### src/inc/fcs_regs.svh
`ifndef FCS_REGS_SVH
`define FCS_REGS_SVH

// clock period and bus timing, in ns
`define FCS_CLK_NS 4
`define FCS_T_SETUP_NS 10
`define FCS_T_WP_NS 35
`define FCS_T_WPH_NS 30
`define FCS_T_ACC_NS 90
// least times round up to whole clock cycles
`define FCS_CYC(ns) (((ns) + `FCS_CLK_NS - 1) / `FCS_CLK_NS)
// cycles lost in the two-stage input synchroniser
`define FCS_SYNC_CYC 2

// unlock and command locations in low address bits only, sector mask on the high bits
`define FCS_A_UNLOCK1 20'h0_0555
`define FCS_A_UNLOCK2 20'h0_02AA
`define FCS_A_QUERY 20'h0_0055
`define FCS_A_ZERO 20'h0_0000
`define FCS_A_MFR 20'h0_0000
`define FCS_A_PROT 20'h0_0002
`define FCS_A_ID1 20'h0_0001
`define FCS_A_ID2 20'h0_0002
`define FCS_A_ID3 20'h0_0003
`define FCS_SECT_MASK 20'hF_8000

// command data, upper byte driven zero
`define FCS_D_UNLOCK1 16'h00AA
`define FCS_D_UNLOCK2 16'h0055
`define FCS_D_AUTOSEL 16'h0090
`define FCS_D_PROGRAM 16'h00A0
`define FCS_D_BYPASS 16'h0020
`define FCS_D_ERASE 16'h0080
`define FCS_D_CHIP 16'h0010
`define FCS_D_SECTOR 16'h0030
`define FCS_D_SUSPEND 16'h00B0
`define FCS_D_RESUME 16'h0030
`define FCS_D_RESET 16'h00F0
`define FCS_D_BYP_EXIT 16'h0000
`define FCS_D_QUERY 16'h0098
`define FCS_D_LOW_MASK 16'h00FF
`define FCS_D_BIT0_MASK 16'h0001

// status bit positions, and the last device identity step
`define FCS_BIT_TOP 7
`define FCS_BIT_TIMEOUT 5
`define FCS_LAST_STEP 3'h6

`endif

### src/inc/fcs_pkg.sv
package fcs_pkg;

  typedef enum logic [3:0] {
    FCS_OP_READ = 4'h0,
    FCS_OP_PROGRAM = 4'h1,
    FCS_OP_RESET = 4'h2,
    FCS_OP_MFR_ID = 4'h3,
    FCS_OP_DEV_ID = 4'h4,
    FCS_OP_PROT_VERIFY = 4'h5,
    FCS_OP_BYPASS_ENTER = 4'h6,
    FCS_OP_CHIP_ERASE = 4'h7,
    FCS_OP_SECTOR_ERASE = 4'h8,
    FCS_OP_SUSPEND = 4'h9,
    FCS_OP_RESUME = 4'hA,
    FCS_OP_QUERY = 4'hB,
    FCS_OP_STATUS = 4'hC
  } fcs_op_e;

  // flash pins as driven by the host
  typedef struct packed {
    logic ce_b;
    logic we_b;
    logic oe_b;
    logic [19:0] addr;
    logic [15:0] dq_out;
    logic dq_oe;
  } fcs_pins_s;

  // one bus cycle of a command sequence
  typedef struct packed {
    logic valid;
    logic wr;
    logic [19:0] addr;
    logic [15:0] data;
    logic [1:0] rd_kind; // 0 array, 1 low byte, 2 bit0
  } fcs_step_s;

endpackage : fcs_pkg

### src/core/fcs_host.sv
// Functional notes
// address latched at later falling strobe
// data latched at earlier rising strobe
// sector chosen by five upper address bits
// unlock cycles ignore high address, data
// array read is one plain cycle
// reset leaves autoselect or timeout status
// fourth autoselect cycle reads, upper byte ignored
// device identity read in three cycles
// protect verify returns zero or one
// bypass program only after bypass entry
// bypass reset command leaves bypass mode
// suspended erase allows reads, programs, autoselect
// suspend valid only during sector erase
// resume valid only while suspended
// query only in read or autoselect
// repeated resume writes are ignored
// suspended sector reads give status
// mismatched sequence returns to read mode
`timescale 1ns/1ns
`include "fcs_regs.svh"
module fcs_host
  import fcs_pkg::*;
(
  input wire logic mclk,
  input wire logic rst_b,
  input wire logic req_valid,
  input fcs_op_e req_op,
  input wire logic [19:0] req_addr,
  input wire logic [15:0] req_data,
  output logic req_ready_q,
  output logic rd_valid_q,
  output logic [15:0] rd_data_q,
  output logic done_q,
  output logic refused_q,
  output logic bypass_q,
  output logic erasing_q,
  output logic suspended_q,
  input wire logic [15:0] dq_in,
  output fcs_pins_s pins_q
);

  typedef enum logic [2:0] {
    HS_IDLE = 3'b001,
    HS_RUN = 3'b010,
    HS_WAIT = 3'b100
  } fcs_hs_e;

  fcs_hs_e st_q;
  fcs_op_e op_q;
  logic [19:0] addr_q;
  logic [15:0] data_q;
  logic [2:0] step_q;
  logic sector_erase_q;
  logic resumed_q;
  logic timeout_q;
  logic tmo_now;
  logic cyc_start;
  logic cyc_done;
  logic [15:0] cyc_rdata;
  fcs_step_s cur;
  fcs_step_s nxt;

  // unlock prefix shared by all long sequences
  function automatic fcs_step_s unlock(input logic [2:0] s,
                                       input logic [15:0] cmd);
    fcs_step_s r;
    r = '0;
    r.valid = 1'b1;
    r.wr = 1'b1;
    r.addr = (s == 3'h1) ? `FCS_A_UNLOCK2 : `FCS_A_UNLOCK1;
    r.data = (s == 3'h0) ? `FCS_D_UNLOCK1 :
             (s == 3'h1) ? `FCS_D_UNLOCK2 : cmd;
    return r;
  endfunction : unlock

  // write cycle helper
  function automatic fcs_step_s wcyc(input logic [19:0] a,
                                     input logic [15:0] d);
    fcs_step_s r;
    r = '0;
    r.valid = 1'b1;
    r.wr = 1'b1;
    r.addr = a;
    r.data = d;
    return r;
  endfunction : wcyc

  // read cycle helper
  function automatic fcs_step_s rcyc(input logic [19:0] a,
                                     input logic [1:0] k);
    fcs_step_s r;
    r = '0;
    r.valid = 1'b1;
    r.addr = a;
    r.rd_kind = k;
    return r;
  endfunction : rcyc

  // sequence table: bus cycle for a given operation and step
  function automatic fcs_step_s seq(input fcs_op_e op, input logic [2:0] s,
                                    input logic [19:0] a,
                                    input logic [15:0] d,
                                    input logic byp, input logic tmo);
    fcs_step_s r;
    logic [19:0] sect;
    r = '0;
    sect = a & `FCS_SECT_MASK;
    case (op)
      FCS_OP_READ: if (s == 3'h0) r = rcyc(a, 2'h0);
      FCS_OP_STATUS: begin
        if (s == 3'h0) r = rcyc(a, 2'h0);
        else if (s == 3'h1 && tmo) r = wcyc(`FCS_A_ZERO, `FCS_D_RESET);
      end
      FCS_OP_PROGRAM: begin
        if (byp) begin
          if (s == 3'h0) r = wcyc(`FCS_A_ZERO, `FCS_D_PROGRAM);
          else if (s == 3'h1) r = wcyc(a, d);
        end else begin
          if (s < 3'h3) r = unlock(s, `FCS_D_PROGRAM);
          else if (s == 3'h3) r = wcyc(a, d);
        end
      end
      FCS_OP_RESET: begin
        if (byp) begin
          if (s == 3'h0) r = wcyc(`FCS_A_ZERO, `FCS_D_AUTOSEL);
          else if (s == 3'h1) r = wcyc(`FCS_A_ZERO, `FCS_D_BYP_EXIT);
        end else if (s == 3'h0) begin
          r = wcyc(`FCS_A_ZERO, `FCS_D_RESET);
        end
      end
      FCS_OP_MFR_ID: begin
        if (s < 3'h3) r = unlock(s, `FCS_D_AUTOSEL);
        else if (s == 3'h3) r = rcyc(`FCS_A_MFR, 2'h1);
        else if (s == 3'h4) r = wcyc(`FCS_A_ZERO, `FCS_D_RESET);
      end
      FCS_OP_DEV_ID: begin
        if (s < 3'h3) r = unlock(s, `FCS_D_AUTOSEL);
        else if (s == 3'h3) r = rcyc(`FCS_A_ID1, 2'h0);
        else if (s == 3'h4) r = rcyc(`FCS_A_ID2, 2'h0);
        else if (s == 3'h5) r = rcyc(`FCS_A_ID3, 2'h0);
        else if (s == `FCS_LAST_STEP) r = wcyc(`FCS_A_ZERO, `FCS_D_RESET);
      end
      FCS_OP_PROT_VERIFY: begin
        if (s < 3'h3) r = unlock(s, `FCS_D_AUTOSEL);
        else if (s == 3'h3) r = rcyc(sect | `FCS_A_PROT, 2'h2);
        else if (s == 3'h4) r = wcyc(`FCS_A_ZERO, `FCS_D_RESET);
      end
      FCS_OP_BYPASS_ENTER: if (s < 3'h3) r = unlock(s, `FCS_D_BYPASS);
      FCS_OP_CHIP_ERASE, FCS_OP_SECTOR_ERASE: begin
        if (s < 3'h3) r = unlock(s, `FCS_D_ERASE);
        else if (s < 3'h5) r = unlock(s - 3'h3, `FCS_D_ERASE);
        else if (s == 3'h5) begin
          r = (op == FCS_OP_SECTOR_ERASE) ?
              wcyc(sect, `FCS_D_SECTOR) :
              wcyc(`FCS_A_UNLOCK1, `FCS_D_CHIP);
        end
      end
      FCS_OP_SUSPEND: if (s == 3'h0) r = wcyc(`FCS_A_ZERO, `FCS_D_SUSPEND);
      FCS_OP_RESUME: if (s == 3'h0) r = wcyc(`FCS_A_ZERO, `FCS_D_RESUME);
      FCS_OP_QUERY: if (s == 3'h0) r = wcyc(`FCS_A_QUERY, `FCS_D_QUERY);
      default: r = '0;
    endcase
    return r;
  endfunction : seq

  // admission check against the tracked device mode
  function automatic logic allowed(input fcs_op_e op, input logic byp,
                                   input logic ers, input logic sec,
                                   input logic sus, input logic res);
    logic ok;
    ok = 1'b1;
    case (op)
      FCS_OP_SUSPEND: ok = ers && sec && !sus;
      FCS_OP_RESUME: ok = sus && !res;
      FCS_OP_QUERY: ok = !byp && !ers;
      FCS_OP_MFR_ID, FCS_OP_DEV_ID, FCS_OP_PROT_VERIFY:
        ok = !byp && (!ers || sus);
      FCS_OP_CHIP_ERASE, FCS_OP_SECTOR_ERASE, FCS_OP_BYPASS_ENTER:
        ok = !ers && !byp;
      FCS_OP_PROGRAM: ok = !ers || sus;
      default: ok = 1'b1;
    endcase
    return ok;
  endfunction : allowed

  // timeout from the status read finishing now, so the reset write follows
  assign tmo_now = (op_q == FCS_OP_STATUS && step_q == 3'h0) ?
                   (cyc_rdata[`FCS_BIT_TIMEOUT] &&
                    !cyc_rdata[`FCS_BIT_TOP]) : timeout_q;
  assign cur = seq(op_q, step_q, addr_q, data_q, bypass_q, tmo_now);
  assign nxt = seq(op_q, step_q + 3'h1, addr_q, data_q, bypass_q,
                   tmo_now);
  assign cyc_start = (st_q == HS_RUN);

  fcs_bus_cycle u_cyc (
    .mclk(mclk),
    .rst_b(rst_b),
    .start(cyc_start),
    .wr(cur.wr),
    .addr(cur.addr),
    .wdata(cur.data),
    .dq_in(dq_in),
    .pins_q(pins_q),
    .done_q(cyc_done),
    .rdata_q(cyc_rdata)
  );

  // request acceptance and step walking
  always_ff @(posedge mclk or negedge rst_b) begin
    if (!rst_b) begin
      st_q <= HS_IDLE;
      op_q <= FCS_OP_READ;
      addr_q <= 20'h0_0000;
      data_q <= 16'h0000;
      step_q <= 3'h0;
      req_ready_q <= 1'b0;
      done_q <= 1'b0;
      refused_q <= 1'b0;
    end else begin
      done_q <= 1'b0;
      refused_q <= 1'b0;
      case (st_q)
        HS_IDLE: begin
          req_ready_q <= 1'b1;
          if (req_valid && req_ready_q) begin
            req_ready_q <= 1'b0;
            if (allowed(req_op, bypass_q, erasing_q, sector_erase_q,
                        suspended_q, resumed_q)) begin
              st_q <= HS_RUN;
              op_q <= req_op;
              addr_q <= req_addr;
              data_q <= req_data;
              step_q <= 3'h0;
            end else begin
              done_q <= 1'b1;
              refused_q <= 1'b1;
            end
          end
        end
        HS_RUN: st_q <= HS_WAIT;
        HS_WAIT: begin
          if (cyc_done) begin
            step_q <= step_q + 3'h1;
            if (nxt.valid) begin
              st_q <= HS_RUN;
            end else begin
              st_q <= HS_IDLE;
              done_q <= 1'b1;
            end
          end
        end
        default: st_q <= HS_IDLE;
      endcase
    end
  end

  // read data returned to the user, masked per read kind
  always_ff @(posedge mclk or negedge rst_b) begin
    if (!rst_b) begin
      rd_valid_q <= 1'b0;
      rd_data_q <= 16'h0000;
    end else begin
      rd_valid_q <= 1'b0;
      if (st_q == HS_WAIT && cyc_done && !cur.wr) begin
        rd_valid_q <= 1'b1;
        case (cur.rd_kind)
          2'h1: rd_data_q <= cyc_rdata & `FCS_D_LOW_MASK;
          2'h2: rd_data_q <= cyc_rdata & `FCS_D_BIT0_MASK;
          default: rd_data_q <= cyc_rdata;
        endcase
      end
    end
  end

  // device mode tracking, updated when a sequence finishes
  always_ff @(posedge mclk or negedge rst_b) begin
    if (!rst_b) begin
      bypass_q <= 1'b0;
      erasing_q <= 1'b0;
      sector_erase_q <= 1'b0;
      suspended_q <= 1'b0;
      resumed_q <= 1'b0;
      timeout_q <= 1'b0;
    end else if (st_q == HS_WAIT && cyc_done) begin
      if (op_q == FCS_OP_STATUS && step_q == 3'h0) begin
        timeout_q <= cyc_rdata[`FCS_BIT_TIMEOUT] &&
                     !cyc_rdata[`FCS_BIT_TOP];
        if (cyc_rdata[`FCS_BIT_TOP] && !suspended_q) begin
          erasing_q <= 1'b0;
          sector_erase_q <= 1'b0;
          resumed_q <= 1'b0;
        end
      end
      if (!nxt.valid) begin
        case (op_q)
          FCS_OP_BYPASS_ENTER: bypass_q <= 1'b1;
          FCS_OP_RESET: begin
            bypass_q <= 1'b0;
            timeout_q <= 1'b0;
          end
          FCS_OP_STATUS: begin
            if (timeout_q) begin
              erasing_q <= 1'b0;
              sector_erase_q <= 1'b0;
              suspended_q <= 1'b0;
              resumed_q <= 1'b0;
              timeout_q <= 1'b0;
            end
          end
          FCS_OP_CHIP_ERASE: erasing_q <= 1'b1;
          FCS_OP_SECTOR_ERASE: begin
            erasing_q <= 1'b1;
            sector_erase_q <= 1'b1;
            resumed_q <= 1'b0;
          end
          FCS_OP_SUSPEND: begin
            suspended_q <= 1'b1;
            resumed_q <= 1'b0;
          end
          FCS_OP_RESUME: begin
            suspended_q <= 1'b0;
            resumed_q <= 1'b1;
          end
          default: timeout_q <= timeout_q;
        endcase
      end
    end
  end

endmodule : fcs_host

### src/core/fcs_bus_cycle.sv
`timescale 1ns/1ns
`include "fcs_regs.svh"
module fcs_bus_cycle
  import fcs_pkg::*;
(
  input wire logic mclk,
  input wire logic rst_b,
  input wire logic start,
  input wire logic wr,
  input wire logic [19:0] addr,
  input wire logic [15:0] wdata,
  input wire logic [15:0] dq_in,
  output fcs_pins_s pins_q,
  output logic done_q,
  output logic [15:0] rdata_q
);

  localparam logic [7:0] SETUP_C = 8'(`FCS_CYC(`FCS_T_SETUP_NS));
  localparam logic [7:0] WP_C = 8'(`FCS_CYC(`FCS_T_WP_NS));
  localparam logic [7:0] WPH_C = 8'(`FCS_CYC(`FCS_T_WPH_NS));
  localparam logic [7:0] ACC_C =
    8'(`FCS_CYC(`FCS_T_ACC_NS) + `FCS_SYNC_CYC);

  typedef enum logic [3:0] {
    BC_IDLE = 4'b0001,
    BC_SETUP = 4'b0010,
    BC_PULSE = 4'b0100,
    BC_HOLD = 4'b1000
  } fcs_bc_e;

  fcs_bc_e st_q;
  logic [7:0] cnt_q;
  logic wr_q;
  logic [15:0] dq_s1_q;
  logic [15:0] dq_s2_q;

  // two-stage synchroniser on the data pins
  always_ff @(posedge mclk or negedge rst_b) begin
    if (!rst_b) begin
      dq_s1_q <= 16'h0000;
      dq_s2_q <= 16'h0000;
    end else begin
      dq_s1_q <= dq_in;
      dq_s2_q <= dq_s1_q;
    end
  end

  // cycle sequencer: setup, strobe pulse, hold
  always_ff @(posedge mclk or negedge rst_b) begin
    if (!rst_b) begin
      st_q <= BC_IDLE;
      cnt_q <= 8'h00;
      wr_q <= 1'b0;
      done_q <= 1'b0;
    end else begin
      done_q <= 1'b0;
      case (st_q)
        BC_IDLE: begin
          if (start) begin
            st_q <= BC_SETUP;
            cnt_q <= SETUP_C;
            wr_q <= wr;
          end
        end
        BC_SETUP: begin
          if (cnt_q <= 8'h01) begin
            st_q <= BC_PULSE;
            cnt_q <= wr_q ? WP_C : ACC_C;
          end else begin
            cnt_q <= cnt_q - 8'h01;
          end
        end
        BC_PULSE: begin
          if (cnt_q <= 8'h01) begin
            st_q <= BC_HOLD;
            cnt_q <= WPH_C;
          end else begin
            cnt_q <= cnt_q - 8'h01;
          end
        end
        BC_HOLD: begin
          if (cnt_q <= 8'h01) begin
            st_q <= BC_IDLE;
            done_q <= 1'b1;
          end else begin
            cnt_q <= cnt_q - 8'h01;
          end
        end
        default: st_q <= BC_IDLE;
      endcase
    end
  end

  // pin drive; address and data settle before the strobe falls
  always_ff @(posedge mclk or negedge rst_b) begin
    if (!rst_b) begin
      pins_q <= '{ce_b: 1'b1, we_b: 1'b1, oe_b: 1'b1, addr: 20'h0_0000,
                  dq_out: 16'h0000, dq_oe: 1'b0};
    end else begin
      if (st_q == BC_IDLE && start) begin
        pins_q.addr <= addr;
        pins_q.dq_out <= wdata;
        pins_q.dq_oe <= wr;
        pins_q.ce_b <= 1'b0;
      end
      if (st_q == BC_SETUP && cnt_q <= 8'h01) begin
        pins_q.we_b <= !wr_q;
        pins_q.oe_b <= wr_q;
      end
      if (st_q == BC_PULSE && cnt_q <= 8'h01) begin
        pins_q.we_b <= 1'b1;
        pins_q.oe_b <= 1'b1;
        pins_q.ce_b <= 1'b1;
      end
      if (st_q == BC_HOLD && cnt_q <= 8'h01) begin
        pins_q.dq_oe <= 1'b0; // data held past the rising strobe
      end
    end
  end

  // read data captured at the end of the access window
  always_ff @(posedge mclk or negedge rst_b) begin
    if (!rst_b) begin
      rdata_q <= 16'h0000;
    end else if (st_q == BC_PULSE && cnt_q <= 8'h01 && !wr_q) begin
      rdata_q <= dq_s2_q;
    end
  end

endmodule : fcs_bus_cycle

### config.mk
export PLATFORM = sky130hd
export DESIGN_NAME = fcs_host
export DESIGN_NICKNAME = d
export VERILOG_FILES = /design/src/inc/fcs_pkg.sv /design/src/core/fcs_host.sv /design/src/core/fcs_bus_cycle.sv
export VERILOG_INCLUDE_DIRS = /design/src /design/src/inc
export SDC_FILE = /design/constraint.sdc
export NUM_CORES = 1
export LEC_CHECK = 0
export BUFFER_PORTS_ARGS = -buffer_cell sky130_fd_sc_hd__buf_2
export CAP_MARGIN = 25
export CORE_UTILIZATION = 57
export CTS_CLUSTER_DIAMETER = 150
export CTS_CLUSTER_SIZE = 8
export DETAILED_ROUTE_END_ITERATION = 6
export PLACE_DENSITY = 0.8
export SYNTH_ARGS = -nofsm -noshare
export SYNTH_HDL_FRONTEND = slang
export SYNTH_SLANG_ARGS = --single-unit
### constraint.sdc
create_clock -name mclk -period 4.2 [get_ports mclk]
set_input_delay 0.21 -clock mclk [delete_from_list [all_inputs] [get_ports mclk]]
set_output_delay 0.21 -clock mclk [all_outputs]
set_load 0.005 [all_outputs]
==> metrics.md <==
| Metric | Value |
|---|---|
| Unrepaired setup endpoints after global routing | no |
| Unique cell type count in the Yosys netlist | 83 |
| Number of diodes | 0 |
| Smallest hold slack | 0.0118 ns |
| Post-route cell area | 9940 um^2 |
| DR iter-0 viols | 702 |
| Deepest clock path buffer count | 2 |
| FFs w/ async S/R, synth | 100% |
| Crit. End Element | flop |
| Buffers on Ports | 121 |
| Main combinational cell family by area after synthesis | simple AND/OR/NAND/NOR gates |
| Post-Layout Cell Count | 1,099 |
| Synth top cells by count | dfrtp_1 (169), nand2_1 (67), nor2_1 (47) |
| Fmax | 282 MHz |
| EDFF count, synth | 0 |
| Final slew viol count | 0 |
| Final setup violation count | 0 |
| Setup TNS | 0 ns |
| Clk_lat worst skew | 0.44 ns |
| R2r setup slk | 0.65 ns |
| Yosys top cell area share | 51.7% |
| Worst rel slew slack | 33.3% |
| DR pass1 iterations | 6 |
| Count of final hold-check violations | 0 |
| Drt wl/cell | 18.9 um |
| Period minus WS final | 3.55 ns |
| Io pins | 122 |
| Die Area | 14,800 um^2 |
| DR DRC count | 0 |
| Reg-to-Reg Start | step_q[0] |
| Worst r2r dst | rd_data_q[4] |
| DRT Wirelength | 20.8 mm |
| RePlAce Congestion | 0.968 |
| Final Power | 3.38 mW |
| Area Overhead vs Synth | 21.5% |
| Core area | 13,900 um^2 |
| Hold Path Class | input pin to flop |
| Req. time, crit path | 4.49 ns |
| Hold Path Cell Cnt | 2 |
| Routed Antenna Nets | 0 |
| First-pass GRT wire length | 33.3 mm |
| Critical path arrival | 3.84 ns |
| Clock Sinks | 174 |
| Xor/xnor share of the synthesized area | 0.428% |
| Root Driver | clkbuf_16 |
| Y dimension of the die | 122 um |
| Post-synthesis area per instance | 10.8 um^2 |
| HP Start | req_addr[1] |
| Synth Area in Simple Gates | 15.5% |
| Total GRT Usage | 29.4% |
| Placement Setup Slack | 0.831 ns |
| Crit Path Class | flop to flop |
| Nets | 980 |
| Pwr Density | 340 nW/um^2 |
| Post-Synthesis Cells | 754 |
| Initial antenna violation count | 0 |
| Max Cap Viol | 0 |
| Adder-cell share of the synthesized area | 2.29% |
| Critical path launch point type | flop |
| Complex-gate fraction of the synthesized area | 14.5% |
| Starting Density | 58.7% |
| Final Util | 71.3% |
| Via count | 6,625 |
| Prevailing post-synth register cell | dfrtp_1 |
| Largest net degree at the start of global routing | 105 |
| Status | finished, final reports clean |
| Post-synthesis sequential area ratio | 53.3% |
| HPWL after detailed placement | 13.8 mm |
| Number of synthesized register bits | 174 |
| Most frequent cell after synthesis | dfrtp_1 |
| Number of global-route vias before repair | 6,532 |
| H-tree level count | 4 |
| Largest area contributor in the netlist | dfrtp_1 |
| Clock slew at reported path FFs | 0.07 ns |
| Vias per cell | 6.03 |
| Synth area leaders | dfrtp_1 (52%), mux2_1 (4.0%), mux2_2 (3.9%) |
| FP Rows | 43 |
| GRT Residual Overflow | 0 |
| Setup ws final | 0.655 ns |
| Share of the clock period used by the worst path | 84.4% |
| Chip width | 122 um |
| Worst slew pin tran | 0.999 ns |
| Num CTS Buffers | 17 |
| VDD IR-drop max | 384 uV |
| CTS tree | done |
| R2R depth | 9 |
| Post-Syn Nets | 828 |
| Hold Path Sink | addr_q[1] |
| Layout Skew | 0.0108 ns |
| Leak | 4.77 nW |
| Synth Cell Area | 8180 um^2 |
| Layout cells sized above 1 | 23.4% |
| Placed Cells | 1,023 |
| Warning count from the yosys run | 0 |
| Post-synthesis mux area share | 10.1% |
| CP Max Fanout | 14 |
| Post-place instance area | 8900 um^2 |
[worst max path at each step]
stage / start / to / slack (ns) / cells after the start
after floorplan: step_q[2] / rd_data_q[1] / 1.22 / 13
after global placement: step_q[0] / rd_data_q[1] / 0.96 / 9
after detailed placement: step_q[0] / rd_data_q[7] / 0.83 / 9
after CTS: step_q[0] / rd_data_q[4] / 0.76 / 9
after global routing: step_q[0] / rd_data_q[1] / 0.48 / 9
final: step_q[0] / rd_data_q[4] / 0.65 / 9
[cells by family after synthesis]
group           count (synthesis)
xor+xnor                        4
simple gates                  239
mux                            75
compound gates                173
buf+inv                        74
fa+ha+maj                      15
flops                         174
[worst max-delay path: stages, from the launching register on]
cell     delay (ns)
dfrtp_1        0.62
ha_1           0.25
ha_1           0.30
inv_1          0.12
nor2_1         0.65
nand3_1        0.36
ha_1           0.52
or2_2          0.40
nand2_1        0.10
mux2i_1        0.09
[report_power, final]
part           total, mW  internal, mW  switching (mW)
clock               1.59         0.851           0.739
sequential          1.69          1.69         0.00404
combinational     0.0979        0.0496          0.0483
[cell type report]
| cell class | count | area (um^2) |
|---|---|---|
| fillers | 1000 | 4000 |
| repair buffers | 176 | 1130 |
| multi-input cells | 506 | 3500 |
| flip-flops and latches | 174 | 4360 |
| clock inverters | 15 | 173 |
| well taps | 180 | 225 |
| clock buffers | 17 | 425 |
| inverters | 31 | 116 |
[flip-flops by register name (all words and copies together), names as in the netlist, 3 cells and up]
signal and flops:
u_cyc.pins_q 40, op_q 4, st_q 3, addr_q 20
u_cyc.rdata_q 16, data_q 16, u_cyc.st_q 4, u_cyc.dq_s1_q 16
step_q 3, rd_data_q 16, u_cyc.cnt_q 8, u_cyc.dq_s2_q 16
[cell usage in the layout (no fill, tap or decap), drive strengths merged, types with 4 or more instances in the layout]
master         n
or4            5
mux2i         18
o2111ai        4
clkinv         5
nand2         68
o211ai        10
or2            6
nor4           8
nand2b        12
o21ai         41
nor3          14
ha            15
nor2          50
o311ai         5
nor2b         14
clkbuf        17
dlygate4sd3   44
nand3         19
inv           39
nand4          7
dfrtp        169
a211oi         5
a22o          19
dfstp          5
a22oi          6
and3           5
and2           6
mux2          57
nor3b          7
a21o           6
a21oi         35
nor4bb         6
buf          132
a31oi          8
[routing by layer]
layer  part of all wire (%)  vias up  wire, um  GRT usage, %
met5                      0        -         0             0
met4                    2.1        0       435          9.95
met3                    5.8       40      1200          6.51
met2                     50      267     10300          47.4
met1                     42     3287      8820          39.2
li1                       -     3031         -             -
[repair_timing]
action,4_1_cts,5_1_grt
hold endpoints to repair,139,1
resized for setup,0,0
hold buffers,43,1
setup buffers,0,0
No activity file was read; power rests on OpenSTA's default activity.
